<file path="src/verilog/rrt_pkg.sv">
// Constants, register map and types of the radio control block
package rrt_pkg;

  // ==========================================================================
  // Clock and sequencer timing
  localparam int unsigned CLK_MHZ = 200;
  // One step of the receiver and carrier sense wait fields
  localparam int unsigned SEQ_UNIT_NS = 1000;
  localparam int unsigned SEQ_UNIT_CYC = (SEQ_UNIT_NS * CLK_MHZ + 999) / 1000;

  // ==========================================================================
  // Register byte offsets
  localparam logic [7:0] ADDR_MAIN = 8'h00;
  localparam logic [7:0] ADDR_SEQ = 8'h04;
  localparam logic [7:0] ADDR_IFACE = 8'h08;
  localparam logic [7:0] ADDR_CARR = 8'h0c;
  localparam logic [7:0] ADDR_LOCK = 8'h10;
  localparam logic [7:0] ADDR_DEMODULATOR_CONFIG_REG = 8'h14;
  localparam logic [7:0] ADDR_DEV = 8'h18;
  localparam logic [7:0] ADDR_PA = 8'h1c;
  localparam logic [7:0] ADDR_STATUS = 8'h20;
  localparam logic [7:0] ADDR_AVG = 8'h24;
  localparam logic [7:0] ADDR_INST = 8'h28;

  // ==========================================================================
  // Field positions
  localparam int unsigned MAIN_PDM_LSB = 0;
  localparam int unsigned MAIN_PD_BIT = 2;
  localparam int unsigned MAIN_RX_BIT = 3;
  localparam int unsigned MAIN_CAL_LSB = 3;
  localparam int unsigned SEQUENCE_TRIGGER_SELECT_BIT_BIT = 0;
  localparam int unsigned SEQ_RXW_LSB = 1;
  localparam int unsigned SEQ_CSW_LSB = 4;
  localparam int unsigned CARR_LVL_LSB = 0;
  localparam int unsigned CARR_GAIN_LSB = 5;
  localparam int unsigned CARR_FORCE_BIT = 10;
  localparam int unsigned DEMODULATOR_CONFIG_REG_ADC_LSB = 0;
  localparam int unsigned DEMODULATOR_CONFIG_REG_OOK_BIT = 3;
  localparam int unsigned DEMODULATOR_CONFIG_REG_BAUD_LSB = 8;
  localparam int unsigned STAT_PD_BIT = 0;
  localparam int unsigned STAT_CS_BIT = 3;
  localparam int unsigned STAT_ST_LSB = 4;

  // ==========================================================================
  // Reset values and codes
  localparam logic [7:0] MAIN_RST = 8'h00;
  localparam logic [7:0] SEQ_RST = 8'h00;
  localparam logic [10:0] CARR_RST = 11'h000;
  localparam logic [3:0] LOCK_RST = 4'h0;
  localparam logic [15:0] DEMODULATOR_CONFIG_REG_RST = 16'h0000;
  localparam logic [7:0] PA_RST = 8'h00;
  localparam logic [1:0] PDM_AUTO = 2'h3;
  localparam logic [3:0] LOCK_SEL_CS = 4'h4;
  localparam logic [3:0] LOCK_SEL_DEMOD = 4'hd;
  localparam logic [7:0] CS_MARGIN = 8'h08;
  localparam logic [1:0] SEQCAL_EVERY = 2'h0;
  localparam logic [1:0] SEQCAL_16 = 2'h1;
  localparam logic [1:0] SEQCAL_256 = 2'h2;

  // Sequencer states
  typedef enum logic [2:0] {
    RRT_OFF = 3'b000,
    RRT_SLEEP = 3'b001,
    RRT_CAL = 3'b010,
    RRT_RXWAIT = 3'b011,
    RRT_CSWAIT = 3'b100,
    RRT_RXON = 3'b101
  } rrt_seq_t;

endpackage

</file>
<file path="src/verilog/rrt_clk_if.sv">
// Divider settings and derived clocks between control and clock generator
`timescale 1ns/1ps
interface rrt_clk_if;
  logic [2:0] adc_div;
  logic [7:0] baud_div;
  logic adc_clk;
  logic demod_clk;
  logic demod_tick;
  modport gen (input adc_div, input baud_div, output adc_clk, output demod_clk,
    output demod_tick);
  modport usr (output adc_div, output baud_div, input adc_clk, input demod_clk,
    input demod_tick);
endinterface

</file>
<file path="src/verilog/rrt_top.sv">
// Radio control: carrier sense, power-up sequencer, readouts, AHB-Lite regs
//
// Behaviour
// - Carrier sense compares strength against level and gain
// - Status register shows carrier sense bit
// - Lock select 0100 puts carrier sense out
// - Power-down mode 11 selects auto sequencing
// - Auto mode reinterprets main register fields
// - Writing sequencer power-down one sleeps device
// - Trigger select one: wake on select fall
// - Trigger select zero: wake on data fall, only with separate data io set
// - Wake powers receiver, no carrier returns sleep
// - Receiver and carrier waits time the phases
// - Calibrate every, 16th, 256th sequence or never
// - Converter clock is crystal over 2(div+1)
// - Average offset readout, signed, FSK only
// - Instantaneous deviation readout, signed eight bits
// - Deviation updated once per demodulator clock
// - Lock select 1101 puts demodulator clock out
// - Shaping bit selects Gaussian FSK
// - Eight-bit transmit power register drives power
// - Carrier sense above level plus gain plus eight unless forced
//
// Implementation choices: the AHB-Lite slave port and the register addresses.
`timescale 1ns/1ps
module rrt_top
  import rrt_pkg::*;
#(
  parameter int unsigned CNT_W = 12
)
(
  // Clock and reset
  input wire logic clk,
  input wire logic nrst,
  // AHB-Lite slave
  input wire logic hsel,
  input wire logic [31:0] haddr,
  input wire logic [1:0] htrans,
  input wire logic hwrite,
  input wire logic [2:0] hsize,
  input wire logic [31:0] hwdata,
  input wire logic hready,
  output logic hreadyout,
  output logic hresp,
  output logic [31:0] hrdata,
  // Pins
  input wire logic psel_pin,
  input wire logic serial_data_pin,
  output logic lock_pin,
  // Receiver and demodulator_config_reg side
  input wire logic [7:0] rssi_strength,
  input wire logic [7:0] avg_offset_in,
  input wire logic [7:0] inst_dev_in,
  input wire logic cal_done,
  // Controls out
  output logic rx_enable,
  output logic core_power_down,
  output logic cal_start,
  output logic adc_clk,
  output logic demodulator_clock,
  output logic gfsk_enable,
  output logic [7:0] transmit_power_setting
);
  import rrt_pkg::*;

  if (CNT_W < 12 || CNT_W > 16)
  begin : g_chk
    $error("rrt_top: CNT_W must hold sixteen wait units");
  end

  typedef struct packed {
    logic [7:0] main_r;
    logic [7:0] seq_r;
    logic sep_io;
    logic [10:0] carr_r;
    logic [3:0] lock_r;
    logic [15:0] demodulator_config_reg_r;
    logic shaping;
    logic [7:0] pa_r;
    logic dp_valid;
    logic dp_wr;
    logic [7:0] dp_addr;
    logic [31:0] rdata;
    logic [2:0] psel_s;
    logic [2:0] dio_s;
    rrt_seq_t st;
    logic [CNT_W-1:0] cnt;
    logic [7:0] nseq;
    logic [7:0] avg_offset;
    logic [7:0] inst_dev;
  } rrt_state_t;

  rrt_state_t q;
  rrt_state_t d;
  rrt_clk_if ck ();

  logic auto_mode;
  logic carrier_sense;
  logic [7:0] cs_thresh;
  logic psel_fall;
  logic dio_fall;
  logic trig;
  logic cal_due;
  logic sequencer_power_down_bit_wr;
  logic [CNT_W-1:0] rx_wait_cyc;
  logic [CNT_W-1:0] cs_wait_cyc;

  // ==========================================================================
  // Clock generator
  assign ck.adc_div = q.demodulator_config_reg_r[DEMODULATOR_CONFIG_REG_ADC_LSB +: 3];
  assign ck.baud_div = q.demodulator_config_reg_r[DEMODULATOR_CONFIG_REG_BAUD_LSB +: 8];

  rrt_clkgen #(
    .DIV_W(8)
  ) u_clkgen (
    .clk(clk),
    .nrst(nrst),
    .ck(ck.gen)
  );

  // ==========================================================================
  // Carrier sense and decode
  always_comb
  begin
    // threshold from level and maximum gain
    cs_thresh = {3'h0, q.carr_r[CARR_LVL_LSB +: 5]} + CS_MARGIN
      + {3'h0, q.carr_r[CARR_GAIN_LSB +: 5]};
    // above level plus gain plus eight, or forced
    carrier_sense = q.carr_r[CARR_FORCE_BIT] | (rssi_strength > cs_thresh);
  end

  assign auto_mode = q.main_r[MAIN_PDM_LSB +: 2] == PDM_AUTO;
  // Only the second and third sync stages feed the edge detectors
  assign psel_fall = q.psel_s[2] & ~q.psel_s[1];
  assign dio_fall = q.dio_s[2] & ~q.dio_s[1];
  // select pin edge when trigger bit set
  // data pin edge needs separate data io
  assign trig = q.seq_r[SEQUENCE_TRIGGER_SELECT_BIT_BIT] ? psel_fall : (q.sep_io & dio_fall);
  assign sequencer_power_down_bit_wr = q.dp_valid & q.dp_wr & (q.dp_addr == ADDR_MAIN)
    & (hwdata[MAIN_PDM_LSB +: 2] == PDM_AUTO) & hwdata[MAIN_PD_BIT];
  assign rx_wait_cyc = CNT_W'((32'(q.seq_r[SEQ_RXW_LSB +: 3]) + 32'd1) * SEQ_UNIT_CYC);
  assign cs_wait_cyc = CNT_W'((32'(q.seq_r[SEQ_CSW_LSB +: 4]) + 32'd1) * SEQ_UNIT_CYC);

  always_comb
  begin
    case (q.main_r[MAIN_CAL_LSB +: 2])
      SEQCAL_EVERY: cal_due = 1'b1;
      SEQCAL_16: cal_due = q.nseq[3:0] == 4'h0;
      SEQCAL_256: cal_due = q.nseq == 8'h00;
      default: cal_due = 1'b0;
    endcase
  end

  // ==========================================================================
  // Next state
  always_comb
  begin
    d = q;
    d.psel_s = {q.psel_s[1:0], psel_pin};
    d.dio_s = {q.dio_s[1:0], serial_data_pin};

    // Bus address phase; reads sample registers here, zero wait states
    d.dp_valid = hsel & htrans[1] & hready;
    d.dp_wr = hwrite;
    d.dp_addr = haddr[7:0];
    d.rdata = 32'h0000_0000;
    case (haddr[7:0])
      ADDR_MAIN: d.rdata[7:0] = q.main_r;
      ADDR_SEQ: d.rdata[7:0] = q.seq_r;
      ADDR_IFACE: d.rdata[0] = q.sep_io;
      ADDR_CARR: d.rdata[10:0] = q.carr_r;
      ADDR_LOCK: d.rdata[3:0] = q.lock_r;
      ADDR_DEMODULATOR_CONFIG_REG: d.rdata[15:0] = q.demodulator_config_reg_r;
      ADDR_DEV: d.rdata[0] = q.shaping;
      ADDR_PA: d.rdata[7:0] = q.pa_r;
      ADDR_STATUS:
      begin
        d.rdata[STAT_PD_BIT] = core_power_down;
        d.rdata[STAT_CS_BIT] = carrier_sense;
        d.rdata[STAT_ST_LSB +: 3] = q.st;
      end
      ADDR_AVG: d.rdata[7:0] = q.avg_offset;
      ADDR_INST: d.rdata[7:0] = q.inst_dev;
      default: d.rdata = 32'h0000_0000;
    endcase

    // Bus data phase write; unmapped offsets ignore writes
    if (q.dp_valid && q.dp_wr)
    begin
      case (q.dp_addr)
        ADDR_MAIN: d.main_r = hwdata[7:0];
        ADDR_SEQ: d.seq_r = hwdata[7:0];
        ADDR_IFACE: d.sep_io = hwdata[0];
        ADDR_CARR: d.carr_r = hwdata[10:0];
        ADDR_LOCK: d.lock_r = hwdata[3:0];
        ADDR_DEMODULATOR_CONFIG_REG: d.demodulator_config_reg_r = hwdata[15:0];
        ADDR_DEV: d.shaping = hwdata[0];
        ADDR_PA: d.pa_r = hwdata[7:0];
        default: d.pa_r = q.pa_r;
      endcase
    end

    // average offset, frozen while in on-off keying
    if (!q.demodulator_config_reg_r[DEMODULATOR_CONFIG_REG_OOK_BIT])
      d.avg_offset = avg_offset_in;
    if (ck.demod_tick)
      d.inst_dev = inst_dev_in;

    // wake, listen, sleep again without carrier
    case (q.st)
      RRT_OFF:
        if (auto_mode)
          d.st = RRT_SLEEP;
      RRT_SLEEP:
        if (trig)
        begin
          d.nseq = q.nseq + 8'h01;
          d.cnt = rx_wait_cyc;
          d.st = cal_due ? RRT_CAL : RRT_RXWAIT;
        end
      RRT_CAL:
        if (cal_done)
        begin
          d.cnt = rx_wait_cyc;
          d.st = RRT_RXWAIT;
        end
      RRT_RXWAIT:
        if (q.cnt <= CNT_W'(1))
        begin
          d.cnt = cs_wait_cyc;
          d.st = RRT_CSWAIT;
        end
        else
          d.cnt = q.cnt - CNT_W'(1);
      RRT_CSWAIT:
        if (carrier_sense)
          d.st = RRT_RXON;
        else if (q.cnt <= CNT_W'(1))
          d.st = RRT_SLEEP;
        else
          d.cnt = q.cnt - CNT_W'(1);
      RRT_RXON:
        d.st = RRT_RXON;
      default:
        d.st = RRT_OFF;
    endcase
    // power-down write wins over the sequence
    if (!auto_mode)
      d.st = RRT_OFF;
    else if (sequencer_power_down_bit_wr)
      d.st = RRT_SLEEP;
  end

  always_ff @(posedge clk)
  begin
    if (!nrst)
    begin
      q <= '0;
      q.main_r <= MAIN_RST;
      q.seq_r <= SEQ_RST;
      q.carr_r <= CARR_RST;
      q.lock_r <= LOCK_RST;
      q.demodulator_config_reg_r <= DEMODULATOR_CONFIG_REG_RST;
      q.pa_r <= PA_RST;
      q.st <= RRT_OFF;
    end
    else
      q <= d;
  end

  // ==========================================================================
  // Outputs
  assign hreadyout = 1'b1;
  assign hresp = 1'b0;
  assign hrdata = q.rdata;
  assign adc_clk = ck.adc_clk;
  assign demodulator_clock = ck.demod_clk;
  assign gfsk_enable = q.shaping;
  // power word straight to the amplifier
  assign transmit_power_setting = q.pa_r;
  assign cal_start = q.st == RRT_CAL;

  // main fields read as sequencer controls in auto mode
  always_comb
  begin
    if (auto_mode)
    begin
      rx_enable = (q.st == RRT_RXWAIT) | (q.st == RRT_CSWAIT) | (q.st == RRT_RXON);
      core_power_down = (q.st == RRT_SLEEP) | (q.st == RRT_OFF);
    end
    else
    begin
      rx_enable = q.main_r[MAIN_RX_BIT];
      core_power_down = q.main_r[MAIN_PD_BIT];
    end
  end

  always_comb
  begin
    case (q.lock_r)
      LOCK_SEL_CS: lock_pin = carrier_sense;
      LOCK_SEL_DEMOD: lock_pin = ck.demod_clk;
      default: lock_pin = 1'b0;
    endcase
  end
endmodule

</file>
<file path="src/verilog/rrt_clkgen.sv">
// Converter clock and demodulator clock dividers
`timescale 1ns/1ps
module rrt_clkgen
  import rrt_pkg::*;
#(
  parameter int unsigned DIV_W = 8
)
(
  // Clock and reset
  input wire logic clk,
  input wire logic nrst,
  // Settings in, clocks out
  rrt_clk_if.gen ck
);
  import rrt_pkg::*;

  if (DIV_W != 8)
  begin : g_chk
    $error("rrt_clkgen: DIV_W must match the baud divider field");
  end

  typedef struct packed {
    logic [2:0] adc_cnt;
    logic adc_clk;
    logic [DIV_W-1:0] dm_cnt;
    logic dm_clk;
    logic dm_tick;
  } rrt_cg_t;

  rrt_cg_t q;
  rrt_cg_t d;

  // ==========================================================================
  // Dividers
  always_comb
  begin
    d = q;
    d.dm_tick = 1'b0;
    if (q.adc_cnt >= ck.adc_div)
    begin
      d.adc_cnt = 3'h0;
      d.adc_clk = ~q.adc_clk;
    end
    else
      d.adc_cnt = q.adc_cnt + 3'h1;
    if (q.dm_cnt >= ck.baud_div)
    begin
      d.dm_cnt = '0;
      d.dm_clk = ~q.dm_clk;
      d.dm_tick = ~q.dm_clk;
    end
    else
      d.dm_cnt = q.dm_cnt + DIV_W'(1);
  end

  always_ff @(posedge clk)
  begin
    if (!nrst)
      q <= '0;
    else
      q <= d;
  end

  assign ck.adc_clk = q.adc_clk;
  assign ck.demod_clk = q.dm_clk;
  // Tick is high for the one cycle after the demodulator clock rises
  assign ck.demod_tick = q.dm_tick;
endmodule

</file>
<file path="config.mk">
export PLATFORM = sky130hd
export DESIGN_NAME = rrt_top
export DESIGN_NICKNAME = d
export VERILOG_FILES = /design/src/verilog/rrt_pkg.sv /design/src/verilog/rrt_clk_if.sv /design/src/verilog/rrt_top.sv /design/src/verilog/rrt_clkgen.sv
export SDC_FILE = /design/constraint.sdc
export NUM_CORES = 1
export LEC_CHECK = 0
export BUFFER_PORTS_ARGS = -buffer_cell sky130_fd_sc_hd__buf_2
export CORE_MARGIN = 5
export CORE_UTILIZATION = 24
export CTS_CLUSTER_DIAMETER = 100
export CTS_CLUSTER_SIZE = 30
export DETAILED_ROUTE_END_ITERATION = 6
export SLEW_MARGIN = 20
export SYNTH_ARGS = -nofsm -noshare
export SYNTH_HDL_FRONTEND = slang
export SYNTH_SLANG_ARGS = --single-unit
</file>
<file path="constraint.sdc">
create_clock -name clk -period 4.1 [get_ports clk]
set_input_delay 0 -clock clk [delete_from_list [all_inputs] [get_ports clk]]
set_output_delay 0 -clock clk [all_outputs]
set_load 0.05 [all_outputs]
</file>
# == Yosys cells after proc, flatten, opt, wreduce, memory -nomap -nowiden ==
# Index checks and enable logic that the tools add are counted.
# classes
bitwise,19
muxes,23
addsub,8
shift,0
div,0
mul,2
order_cmp,4
n_eq_ne,38
reduce_logical,26
# ops
operator,count
$eq A8 B5 Y1 const B,8
$pmux W12 S4,1
$mux W12,3
$eq A8 B4 Y1 const B,4
$eq A8 B6 Y1 const B,3
$logic_not A8 Y1,3
$pmux W3 S8,1
$reduce_and A2 Y1,12
$mux W23,1
$pmux W3 S6,1
$add A8 B1 Y8 const B,2
$eq A8 B3 Y1 const B,2
$pmux W2 S8,1
$mux W15,1
$le A12 B1 Y1 const B,1
$mux W3,4
$sub A12 B1 Y12 const B,1
$pmux W1 S11,1
$ne A2 B2 Y1 const B,5
$and A1 B1 Y1,9
$mul A4 B5 Y9 const B,1
$mul A5 B5 Y9 const B,1
$ne A3 B3 Y1 const B,3
$pmux W1 S9,1
other kinds (33),50
# word_totals
latchBits,0
rom_bits,0
regBits,158
ram_bits,0
mem_count,0
inputBits,101

# == Depth between registers and ports, before layout ==
# depth
depth_word,7
depth_mapped,17
ltp_nobuf,16

# == Cells and area by module ==
# Synthesis repeated with hierarchy kept, for this count alone.
# unflattened
cells_unflattened,877
hier_area_um2,7960.1
# modules_own_cells
mod,area_each_um2,n_inst,seq_area_each_um2,cells_per_inst
rrt_top,7091.8,1,2562.5,786
rrt_clkgen,868.3,1,280.3,91

# == Worst setup path after synthesis ==
# No wires, ideal clock.
# synth_path
kind,register -> output
from,register q[117] in the netlist's numbering
to,output lock_pin
arrival_time_ns,3.735
slack_ns,0.365
path_buffers,0
path_stages_with_launch,16
path_cell_list,dfxtp_1 ha_1 ha_1 inv_1 fa_1 inv_1 a21o_1 a21oi_1 xor2_1 ha_1 nand4b_1 nor2_1 a211oi_1 nor2_1 o31a_1 nor3b_1
# synth_via
elab_chain_len,5
# synth_lines
element,line,source
from (decl),rrt_top.sv:93,rrt_state_t q;
$add A5 B4 Y6,rrt_top.sv:126,"cs_thresh = {3'h0, q.carr_r[CARR_LVL_LSB +: 5]} + CS_MARGIN"
$add A6 B5 Y7,rrt_top.sv:127,"+ {3'h0, q.carr_r[CARR_GAIN_LSB +: 5]};"
$gt A8 B7 Y1,rrt_top.sv:129,carrier_sense = q.carr_r[CARR_FORCE_BIT] | (rssi_strength > cs_thresh);
$or A1 B1 Y1,rrt_top.sv:129,
$pmux W1 S2,rrt_top.sv:300,case (q.lock_r)
to (decl),rrt_top.sv:49,"output logic lock_pin,"
# Every way passes these cells.

# == Worst setup path after layout ==
# layout_path
from,register q[122] in the netlist's numbering
to,output lock_pin
# layout_via
elab_chain_len,4
# layout_lines
element,line
$add A6 B5 Y7,rrt_top.sv:127
$gt A8 B7 Y1,rrt_top.sv:129
$or A1 B1 Y1,rrt_top.sv:129
$pmux W1 S2,rrt_top.sv:300
# Every way passes these cells.

==> results.cfg <==
[logic_synthesis]
async_reset_ff_share_pct = 0
seq_area_frac_synth_pct = 36.7
ys.flop_type = dfxtp_1
synth_cell_types = 65
syn-cell-area_sq_um = 7740
avgSynthCellArea_sq_um = 8.90
syn_inst = 870
ys_seq_elements = 142
synthesis.yosys.warnings = 0
synth_edf_count = 0

[timing]
clock_skew_ns = 0.00970
rsz0062_at_grt = false
tns_ns = 0
fmax_ghz = 0.253
slew_violations = 0
maxSlewHeadroom_pct = 41.6
tightest_slew_ns = 0.873
post-route-period-util_pct = 96.3
finalSetupViolCount = 0
period_minus_slack_ns = 3.95
finalHoldViolations = 0

[worst_setup_path]
crit_required_ns = 4.10
path_cells = ha_1 -> ha_1 -> inv_1 -> fa_1 -> inv_1 -> a21o_1 -> a21oi_2 -> xor2_1 -> ha_1 -> nand4b_1 -> nor2_1 -> a211oi_2 -> nor2_2 -> buf_4 -> o31a_1 -> nor3b_2 -> buf_6
rrSetupSlack_ns = 0.40
cpPeakStageDelay_ns = 0.39
arrival_ns = 3.95
worstPathMaxFanout = 3
cp_common_cell = ha_1
critPathCaptureType = output port
cp_slowest_cell = fa_1
worstSetupPathType = flop to output port
critPathLaunchType = flop

[detailed_routing]
wirelength_um = 22200
viasPerCell = 4.71
num_vias = 6497
drtPass1Iterations = 5
drt_iter0_markers = 438
antenna_left = 0
drc = 0
wire_per_inst_um = 16.1

[clock_tree]
cts-htree-levels = 4
clock_latency_ns = 0.42
numCtsBuffers = 17
root_buffer = clkbuf_16
cts_tree = built
cts_sinks = 142
clock_path_buffers = 2
clk_pin_slew_ns = 0.06

[global_route]
grt.overflow.total = 0
antenna_found_initial = 1
grt_pass1_vias = 6418
grtUsageTotal_pct = 12.2
grt_max_degree = 47
grt_pass1_wl_um = 34800

[place]
gp_congestion = 0.891
io_buffers = 87
dp_cells = 1308
place_area_sq_um = 8340
place_hpwl_um = 16700

[layout]
post-route-cell-area_sq_um = 9360
n_fill_cell = 3341
multi_input_area_sq_um = 4360
drive_gt1_share_pct = 14.6
diodes = 0
regArea_sq_um = 2840
syn2layout_area_growth_pct = 20.8
layout.nets = 1128
final_cells = 1380

[run]
max_cap_violations = 0

[pwr]
leakage_uw = 0.00394
total_power_uw = 3090
powerDensity_nw_per_um2 = 330
ir_drop_uv = 246

[die]
die_w_um = 190
coreArea_sq_um = 31700
die_h_um = 190
die_area_sq_um = 36000
fp-row-count = 65
ios = 150
start_util_pct = 24.4

[outcome]
outcome = complete, no violations

[hold_path]
hold_path_class = primary input to flop
worst max-delay path: cells and delay by family, from the launching register on:
kind,cells,cell delay [ns]
and+or+nand+nor,4,0.63
DFF,1,0.33
AOI/OAI and AO/OA,4,0.78
adders and majority gates,4,1.12
xor gates and xnor gates,1,0.17
buffers and inverters,4,0.49
stage by stage:
step           hold slack, ns  util, %  setup slack [ns]
2_1_floorplan           0.122        -             0.365
3_3_place_gp            0.214     26.3             0.341
3_5_place_dp            0.211     26.3             0.322
4_1_cts                0.0238     29.4            0.0379
5_1_grt                0.0407     29.5           0.00245
6_report               0.0441     29.5             0.152
power by group:
group / total, uW / internal [uW] / switching [uW]
clock network: 1470 / 882 / 585
logic: 208 / 77.1 / 131
registers: 1420 / 1400 / 17.5
what timing repair did:
| item | CTS | global route |
|---|---|---|
| pin swaps | 0 | 3 |
| hold buffers | 43 | 0 |
| gates resized for setup | 2 | 5 |
| setup buffers | 0 | 1 |
| hold endpoints to repair | 81 | 0 |
| setup endpoints to repair | 1 | 1 |
placed cells by master (no fill, tap or decap), types with 5 or more instances in the layout:
cell type / n
o22ai_1: 5
nor4_1: 7
dlygate4sd3_1: 43
buf_4: 10
nand2b_1: 11
nor2_1: 135
conb_1: 19
clkbuf_16: 17
a31oi_1: 8
a21oi_2: 6
o21ai_0: 10
xor2_1: 20
a221oi_1: 5
nand2_1: 31
o31ai_1: 5
dfxtp_1: 141
nor2b_1: 11
a21oi_1: 28
ha_1: 56
or3_1: 5
a22oi_1: 18
a21o_1: 6
and2_1: 19
mux2i_1: 81
o211ai_1: 7
o21ai_1: 6
inv_1: 39
nand4_1: 10
xnor2_1: 13
nand3_1: 22
buf_2: 86
and3_1: 8
nor3_1: 17
routing by layer:
layer | share of wire (%) | up-vias | track usage, %
met1 | 46 | 3065 | 16.2
met2 | 44 | 199 | 19.1
li1 | - | 3205 | -
met3 | 7.2 | 26 | 3.25
met5 | 0.058 | - | 0
met4 | 2.5 | 2 | 4.90
cells by family (layout without fill, tap and decap cells):
family	after synthesis	in the layout	share of synthesized area [%]
AND/OR/NAND/NOR	296	296	18.5
flip-flops	142	142	36.7
AO/OA/AOI/OAI	139	139	12.6
buffers and inverters	118	209	8.08
multiplexers	82	82	10.8
adder cells (fa/ha/maj)	58	58	9.56
XOR/XNOR	33	33	3.73
other	2	19	0.0970
path summary, 6_finish.rpt:
path,startpoint,end,cells past startpoint
setup / recovery,q[122],lock_pin,17
hold / removal,haddr[3],q[80],2
setup reg to reg,q[122],q[26],16
hold reg to reg,d[43],d[44],1
final cells by class:
| class | instances | area share (%) |
|---|---|---|
| clock inverters | 10 | 1.28 |
| clock buffers | 18 | 4.59 |
| inverters | 41 | 1.66 |
| well taps | 402 | 5.38 |
| flip-flops and latches | 142 | 30.4 |
| multi-input cells | 627 | 46.6 |
| repair buffers | 140 | 10.1 |
flip-flops by register name (all words and copies together) (netlist names):
name,count
ck.adc_div,3
u_clkgen.ck.demod_clk,1
u_clkgen.ck.adc_clk,1
ck.baud_div,8
transmit_power_setting,8
u_clkgen.q,11
hrdata,16
q,88
gfsk_enable,1
u_clkgen.ck.demod_tick,1
d,4
Yosys cell counts (all sizes together) (6+ instances only):
master | number | share of area [%]
xor2 | 20 | 2.3
nand2b | 11 | 0.89
xnor2 | 13 | 1.5
a21o | 6 | 0.58
nand4 | 10 | 0.81
a31oi | 9 | 0.92
and3 | 8 | 0.65
nor3 | 17 | 1.1
nor4 | 8 | 0.84
clkbuf | 25 | 1.2
a21oi | 34 | 2.4
nand3 | 22 | 1.4
nor2 | 137 | 6.6
buf | 52 | 4.9
dfxtp | 142 | 37
nand2 | 31 | 1.5
o211ai | 7 | 0.68
a22oi | 18 | 1.7
mux2i | 81 | 10
o21ai | 16 | 1.0
ha | 56 | 9.0
inv | 40 | 1.9
nor2b | 11 | 0.89
and2 | 19 | 1.5
Power figures use the tool's default switching activity.
